<file path="src/adc_conv_regs.svh">
`ifndef ADC_CONV_REGS_SVH
`define ADC_CONV_REGS_SVH
// ==========================================================
// register offsets
`define MODE_TIMING_ADDR 8'hEF
`define CHAN_CONV_ADDR 8'hD8
`define RESULT_HIGH_ADDR 8'hDA
`define RESULT_LOW_ADDR 8'hD9
`define OFFSET_CAL_ADDR 8'hF1
`define GAIN_CAL_ADDR 8'hF3
// ==========================================================
// reset values
`define MODE_TIMING_RESET 8'h20
`define CHAN_CONV_RESET 8'h00
`define OFFSET_CAL_RESET 8'h80
`define GAIN_CAL_RESET 8'h80
// ==========================================================
// field positions in the mode/timing register
`define POWER_MODE_HI 7
`define POWER_MODE_LO 6
`define CLK_DIV_HI 5
`define CLK_DIV_LO 4
`define ACQ_LEN_HI 3
`define ACQ_LEN_LO 2
`define TIMER_TRIGGER_EN 1
`define EXT_TRIGGER_EN 0
// field positions in the channel/conversion register
`define DMA_EN_BIT 6
`define CONTINUOUS_BIT 5
`define SINGLE_BIT 4
// ==========================================================
// timing
`define CONV_CLOCKS 5'h11
`define CONVERT_START_N_MIN_NS 100
`define CLK_PERIOD_NS 100
`define CONVERT_START_N_MIN_CYCLES ((`CONVERT_START_N_MIN_NS + `CLK_PERIOD_NS - 1) / `CLK_PERIOD_NS)
`endif

</file>
<file path="src/adc_conv_pkg.sv">
package adc_conv_pkg;
	typedef enum logic [1:0] {
		st_idle = 2'b00,
		st_acquire = 2'b01,
		st_convert = 2'b10
	} phase_e;
	typedef enum logic [1:0] {
		pm_off = 2'b00,
		pm_normal = 2'b01,
		pm_off_idle = 2'b10,
		pm_standby_idle = 2'b11
	} power_mode_e;
	typedef struct packed {
		logic [7:0] adc_mode_timing_control;
		logic [7:0] chan_conv;
		logic [7:0] result_high;
		logic [7:0] result_low;
		logic [7:0] offset_cal;
		logic [7:0] gain_cal;
		phase_e phase;
		logic [2:0] div_cnt;
		logic [4:0] step_cnt;
		logic [3:0] conv_chan;
		logic timer_seen;
		logic trig_pend;
		logic start_n_prev;
		logic [7:0] rdata;
		logic conv_done;
		logic [23:0] dma_addr;
	} state_s;
endpackage

</file>
<file path="src/adc_conversion_control.sv">
`timescale 1ns/10ps
`include "adc_conv_regs.svh"
module adc_conversion_control
(
	input wire logic clk,
	input wire logic reset,
	input wire logic [7:0] sfr_addr,
	input wire logic [7:0] sfr_wdata,
	input wire logic sfr_write,
	input wire logic sfr_read,
	output logic [7:0] sfr_rdata,
	input wire logic timer2_overflow,
	input wire logic convert_start_n,
	input wire logic [11:0] sar_code,
	output logic [3:0] mux_channel,
	output logic track_hold,
	output logic sar_run,
	output logic adc_clk_tick,
	output logic reference_on,
	output logic analog_on,
	output logic standby,
	output logic conv_done,
	output logic dma_write,
	output logic [23:0] dma_addr,
	output logic [15:0] dma_data
);
	adc_conv_pkg::state_s cur;
	adc_conv_pkg::state_s nxt;
	logic [2:0] div_limit;
	logic [4:0] acq_limit;
	logic tick;
	logic start_req;
	logic busy;
	logic [1:0] pmode;
	logic [11:0] code;

	// ==========================================================
	// clock divider and timing decode
	always_comb
	begin
		case (cur.adc_mode_timing_control[`CLK_DIV_HI:`CLK_DIV_LO])
			2'b00: div_limit = 3'h0;
			2'b01: div_limit = 3'h1;
			2'b10: div_limit = 3'h3;
			default: div_limit = 3'h7;
		endcase
		case (cur.adc_mode_timing_control[`ACQ_LEN_HI:`ACQ_LEN_LO])
			2'b00: acq_limit = 5'h01;
			2'b01: acq_limit = 5'h02;
			2'b10: acq_limit = 5'h04;
			default: acq_limit = 5'h08;
		endcase
	end

	assign tick = (cur.div_cnt == div_limit);
	assign busy = (cur.phase != adc_conv_pkg::st_idle);
	assign pmode = cur.adc_mode_timing_control[`POWER_MODE_HI:`POWER_MODE_LO];
	assign code = sar_code;

	// ==========================================================
	// next-state logic
	always_comb
	begin
		nxt = cur;
		nxt.conv_done = 1'b0;
		nxt.start_n_prev = convert_start_n;
		nxt.div_cnt = tick ? 3'h0 : cur.div_cnt + 3'h1;
		start_req = 1'b0;
		// timer overflows counted in pairs, second one fires
		// hardware triggers are held pending so a slow adc clock cannot drop them
		if (cur.adc_mode_timing_control[`TIMER_TRIGGER_EN] && timer2_overflow && !busy)
		begin
			nxt.timer_seen = !cur.timer_seen;
			if (cur.timer_seen)
				nxt.trig_pend = 1'b1;
		end
		// falling edge of the start pin; pulses are assumed wider than one clock
		if (cur.adc_mode_timing_control[`EXT_TRIGGER_EN] && cur.start_n_prev && !convert_start_n && !busy)
			nxt.trig_pend = 1'b1;
		if (cur.trig_pend)
			start_req = 1'b1;
		if (cur.chan_conv[`SINGLE_BIT] || cur.chan_conv[`CONTINUOUS_BIT] || cur.chan_conv[`DMA_EN_BIT])
			start_req = 1'b1;
		if (pmode == adc_conv_pkg::pm_off)
		begin
			start_req = 1'b0;
			nxt.trig_pend = 1'b0;
		end
		case (cur.phase)
			adc_conv_pkg::st_idle:
			begin
				if (start_req && tick)
				begin
					nxt.phase = adc_conv_pkg::st_acquire;
					nxt.step_cnt = 5'h00;
					nxt.trig_pend = 1'b0;
					nxt.conv_chan = cur.chan_conv[3:0];
				end
			end
			adc_conv_pkg::st_acquire:
			begin
				if (tick)
				begin
					if (cur.step_cnt + 5'h01 == acq_limit)
					begin
						nxt.phase = adc_conv_pkg::st_convert;
						nxt.step_cnt = 5'h00;
					end
					else
						nxt.step_cnt = cur.step_cnt + 5'h01;
				end
			end
			adc_conv_pkg::st_convert:
			begin
				// later triggers are simply not looked at here
				if (tick)
				begin
					if (cur.step_cnt + 5'h01 == `CONV_CLOCKS)
					begin
						nxt.phase = adc_conv_pkg::st_idle;
						nxt.conv_done = 1'b1;
						nxt.result_high = {cur.conv_chan, code[11:8]};
						nxt.result_low = code[7:0];
						nxt.chan_conv[`SINGLE_BIT] = 1'b0;
						if (cur.chan_conv[`DMA_EN_BIT])
							nxt.dma_addr = cur.dma_addr + 24'h000002;
					end
					else
						nxt.step_cnt = cur.step_cnt + 5'h01;
				end
			end
			default: nxt.phase = adc_conv_pkg::st_idle;
		endcase
		if (!cur.chan_conv[`DMA_EN_BIT])
			nxt.dma_addr = 24'h000000;
		// register writes; hardware clear of the single bit wins over a write
		if (sfr_write)
		begin
			case (sfr_addr)
				`MODE_TIMING_ADDR: nxt.adc_mode_timing_control = sfr_wdata;
				`CHAN_CONV_ADDR:
				begin
					nxt.chan_conv = sfr_wdata;
					if (nxt.conv_done)
						nxt.chan_conv[`SINGLE_BIT] = 1'b0;
				end
				`OFFSET_CAL_ADDR: nxt.offset_cal = sfr_wdata;
				`GAIN_CAL_ADDR: nxt.gain_cal = sfr_wdata;
				default: nxt.rdata = cur.rdata;
			endcase
		end
		// registered read data; unmapped addresses read zero
		if (sfr_read)
		begin
			case (sfr_addr)
				`MODE_TIMING_ADDR: nxt.rdata = cur.adc_mode_timing_control;
				`CHAN_CONV_ADDR: nxt.rdata = cur.chan_conv;
				`RESULT_HIGH_ADDR: nxt.rdata = cur.result_high;
				`RESULT_LOW_ADDR: nxt.rdata = cur.result_low;
				`OFFSET_CAL_ADDR: nxt.rdata = cur.offset_cal;
				`GAIN_CAL_ADDR: nxt.rdata = cur.gain_cal;
				default: nxt.rdata = 8'h00;
			endcase
		end
	end

	// ==========================================================
	// state register
	always_ff @(posedge clk or posedge reset)
	begin
		if (reset)
		begin
			cur <= '0;
			cur.adc_mode_timing_control <= `MODE_TIMING_RESET;
			cur.chan_conv <= `CHAN_CONV_RESET;
			cur.offset_cal <= `OFFSET_CAL_RESET;
			cur.gain_cal <= `GAIN_CAL_RESET;
			cur.phase <= adc_conv_pkg::st_idle;
			cur.start_n_prev <= 1'b1;
		end
		else
			cur <= nxt;
	end

	// ==========================================================
	// outputs; analog power follows mode and activity
	always_comb
	begin
		reference_on = 1'b1;
		case (pmode)
			adc_conv_pkg::pm_off: analog_on = 1'b0;
			adc_conv_pkg::pm_normal: analog_on = 1'b1;
			default: analog_on = busy;
		endcase
		standby = (pmode == adc_conv_pkg::pm_standby_idle) && !busy;
	end

	assign sfr_rdata = cur.rdata;
	assign mux_channel = cur.conv_chan;
	assign track_hold = (cur.phase == adc_conv_pkg::st_acquire);
	assign sar_run = (cur.phase == adc_conv_pkg::st_convert);
	assign adc_clk_tick = tick;
	assign conv_done = cur.conv_done;
	assign dma_write = cur.conv_done && cur.chan_conv[`DMA_EN_BIT];
	assign dma_addr = cur.dma_addr - 24'h000002;
	assign dma_data = {cur.result_high, cur.result_low};
endmodule

</file>
<file path="config.mk">
export PLATFORM = sky130hd
export DESIGN_NAME = adc_conversion_control
export DESIGN_NICKNAME = d
export VERILOG_FILES = /design/src/adc_conv_pkg.sv /design/src/adc_conversion_control.sv
export VERILOG_INCLUDE_DIRS = /design/src
export SDC_FILE = /design/constraint.sdc
export NUM_CORES = 1
export LEC_CHECK = 0
export BUFFER_PORTS_ARGS = -buffer_cell sky130_fd_sc_hd__buf_2
export CORE_UTILIZATION = 63
export CTS_BUF_LIST = sky130_fd_sc_hd__clkbuf_2 sky130_fd_sc_hd__clkbuf_4 sky130_fd_sc_hd__clkbuf_8
export CTS_CLUSTER_DIAMETER = 100
export DETAILED_ROUTE_END_ITERATION = 7
export MAX_ROUTING_LAYER = met4
export PLACE_DENSITY = 0.9
export SLEW_MARGIN = 20
export SYNTH_ARGS = -nofsm -noshare
export SYNTH_HDL_FRONTEND = slang
export SYNTH_SLANG_ARGS = --single-unit
</file>
<file path="constraint.sdc">
create_clock -name clk -period 9.5 [get_ports clk]
set_input_delay 1.9 -clock clk [delete_from_list [all_inputs] [get_ports clk]]
set_output_delay 1.9 -clock clk [all_outputs]
set_load 0.02 [all_outputs]
</file>
==> impl_results.md <==
- Status: finished, violations left
- Failing checks: DRC
- Total power: 944 uW
- CP most frequent cell: nor4_1
- Part of the Yosys area used for sequential elements: between 40 and 50%
- Buffer and inverter count on the worst path: 2
- GRT Residual Overflow: 0
- Syn Nets: a little under 600
- I/O pin cnt: 94
- Crit start category: flop
- Synth area leader: dfrtp_1
- Slew @ Worst Pin: ~1.1 ns
- Synth Instances: between 500 and 600
- Total GRT Usage: a little under a third
- Critical Path, Cell by Cell: inv_1 > ha_1 > nand2b_1 > nor4_1 > nand2_1 > nor4_1 > xor2_1 > buf_2
- P_leak: 2.75 nW
- CP Class: reg -> out
- DRC: 13
- CP max stage delay: around 0.58 ns
- Synth Register Bits: 98
- Max-Cap Viols: 0
- Multi-input logic area: 0.00257 sq mm
- Vias: approximately 4400
- FFs w/ async S/R, synth: between 90% and 100%
- PostCTS Resize Cnt: 0
- List of most frequent post-synthesis cells: dfrtp_1 (94), nand2_1 (85), mux2_2 (36)
- Max VDD drop: around 0.094 mV
- Via/cell ratio: 6.18
- Reg area: between 0.002 and 0.0025 sq mm
- Yosys warnings: 0
- Routed Antenna Nets: 0
- Relative slew slack: between 20% and 30%
- Post-place instance area: roughly 0.0057 sq mm
- DR pass1 iterations: 8
- Layout Skew: 0.0138 ns
- CP Max Fanout: 4
- # clock sinks: a little under 100
- Post-route cell area: between 0.005 and 0.006 sq mm
- Port Buffers: between 90 and 100
- Pre-CTS setup slack: 5.35 ns
- Hold slack: a little under 0.5 ns
- Final Slew Violations: 0
- Worst EP required: 7.60 ns
- Synthesized area: ~0.0054 sq mm
- Root Buffer: clkbuf_8
- Post-CTS Setup Inserts: 0
- Initial antenna violation count: 0
- Top_reg_cell synth: dfrtp_1
- Skew-Pair Late Insertion Delay: 0.36 ns
- CP Launch Point: cur[2]
- Setup TNS: 0 ns
- CTS tree: built
- Final wirelength: approximately 13000 um
- Post-synth EDFFs: 0
- Die H: 94.8 um
- Placed Instances: ~690
- Post-synth top area share: a little over two fifths
- Layout cells sized above 1: a little over a quarter
- Detail Placement HPWL: 9170 um
- Hold Path Class: reg -> reg
- 1st-iter DRT viols: between 300 and 400
- Wirelength per Cell: 17.9 um
- Hold wc startpoint: cur[35]
- # nets final: 642
- Hold Fails Final Rpt: 0
- Worst EP arrival: 2.74 ns
- Fillers: between 500 and 600
- Mean Syn Cell Area: 9.84 sq um
- CTS Buf Count: 9
- Crit-path leading delay family: simple AND/OR/NAND/NOR gates
- Fmax: between 0.2 and 0.25 GHz
- CP Capture Type: output port
- Synth top area cells: dfrtp_1 (43%), mux2_2 (7.5%), nand2_1 (5.9%)
- Initial core utilization: 65.7%
- Vias in the first global route: just over 4000
- Die ar.: 0.00898 sq mm
- CP max stage cell: nor4_1
- Pin count of the biggest net entering global routing: 71
- # rows: 33
- Post-synth cell types: 61
- Final Worst Setup Slack: a little under 5 ns
- Hold Buf Count CTS: 0
- Util after Layout: a little under three quarters
- N_diodes: 0
- RSZ-0062 raised after global routing: false
- Power density over cell area: around 160 mW/mm^2
- Clk slew on worst S/H paths: about 0.10 ns
- Final setup viols: 0
- Core area: 0.00826 sq mm
- Post-route insts no fill: around 710
- Layout area overhead: 8.70%
- Max clock buf depth: 2
- RD Place Congestion: ~1.0
- Fin crit period: ~4.6 ns
- Width of the die: around 95 um
- H-tree levels: 3
- First-pass GRT wire length: between 20000 and 25000 um
- Reg2reg start: cur[40]
- Top-count cell post-synth: dfrtp_1
- Period utilization: between 40 and 50%
cells by family (layout without fill, tap and decap cells):
group | count (synthesis) | after routing | share of synthesized area, %
AO/OA/AOI/OAI | 72 | 72 | 9.76
XOR/XNOR | 41 | 41 | 6.88
adder cells (fa/ha/maj) | 9 | 9 | 2.08
buffers and inverters | 71 | 124 | 7.20
flip-flops | 98 | 98 | 45.3
multiplexers | 37 | 37 | 7.69
other | 1 | 1 | 0.0692
AND/OR/NAND/NOR | 222 | 222 | 21.0
cell usage in the layout, fill, tap and decap left out, types with 13 or more instances in the layout:
master and n:
dfrtp_1 94, buf_2 92, nand2_1 85, mux2_2 36
nor2_1 32, xor2_1 23, nand3_1 18, xnor2_1 17
and3_1 15, inv_1 13
final timing paths:
path / endpoint / slack [ns] / depth (start not counted)
max in group asynchronous: cur[85] / 6.81 / 3
setup reg to reg: cur[1] / 6.10 / 8
hold / removal: cur[35] / 0.49 / 1
setup / recovery: dma_addr[13] / 4.86 / 8
hold reg to reg: cur[35] / 0.49 / 1
min in group asynchronous: cur[43] / 1.51 / 2
layer usage:
| metal | global-route usage, % | vias up | routed length, um |
|---|---|---|---|
| met1 | 41.6 | 2137 | 5250 |
| met5 | - | - | 0 |
| met2 | 49.4 | 214 | 6070 |
| li1 | - | 1987 | - |
| met3 | 4.67 | 46 | 893 |
| met4 | 10.9 | 0 | 450 |
flip-flops by register name (all words and copies together) (netlist names):
signal	cells
conv_done	1
mux_channel	4
dma_data	16
cur	69
sfr_rdata	8
where the power goes:
group	switching [mW]	leakage (nW)	internal, mW
clock	0.148	0.0966	0.124
combinational	0.123	1.39	0.0808
sequential	0.0278	1.27	0.441
total	0.299	2.75	0.645
area by class of cell:
class | instances | area share [%]
clock buffers | 9 | 2.10
clock inverters | 7 | 1.30
inverters | 14 | 0.934
multi-input cells | 382 | 43.7
flip-flops and latches | 98 | 41.7
well taps | 105 | 2.23
repair buffers | 94 | 8.07
(Power assumes the default switching activity.)
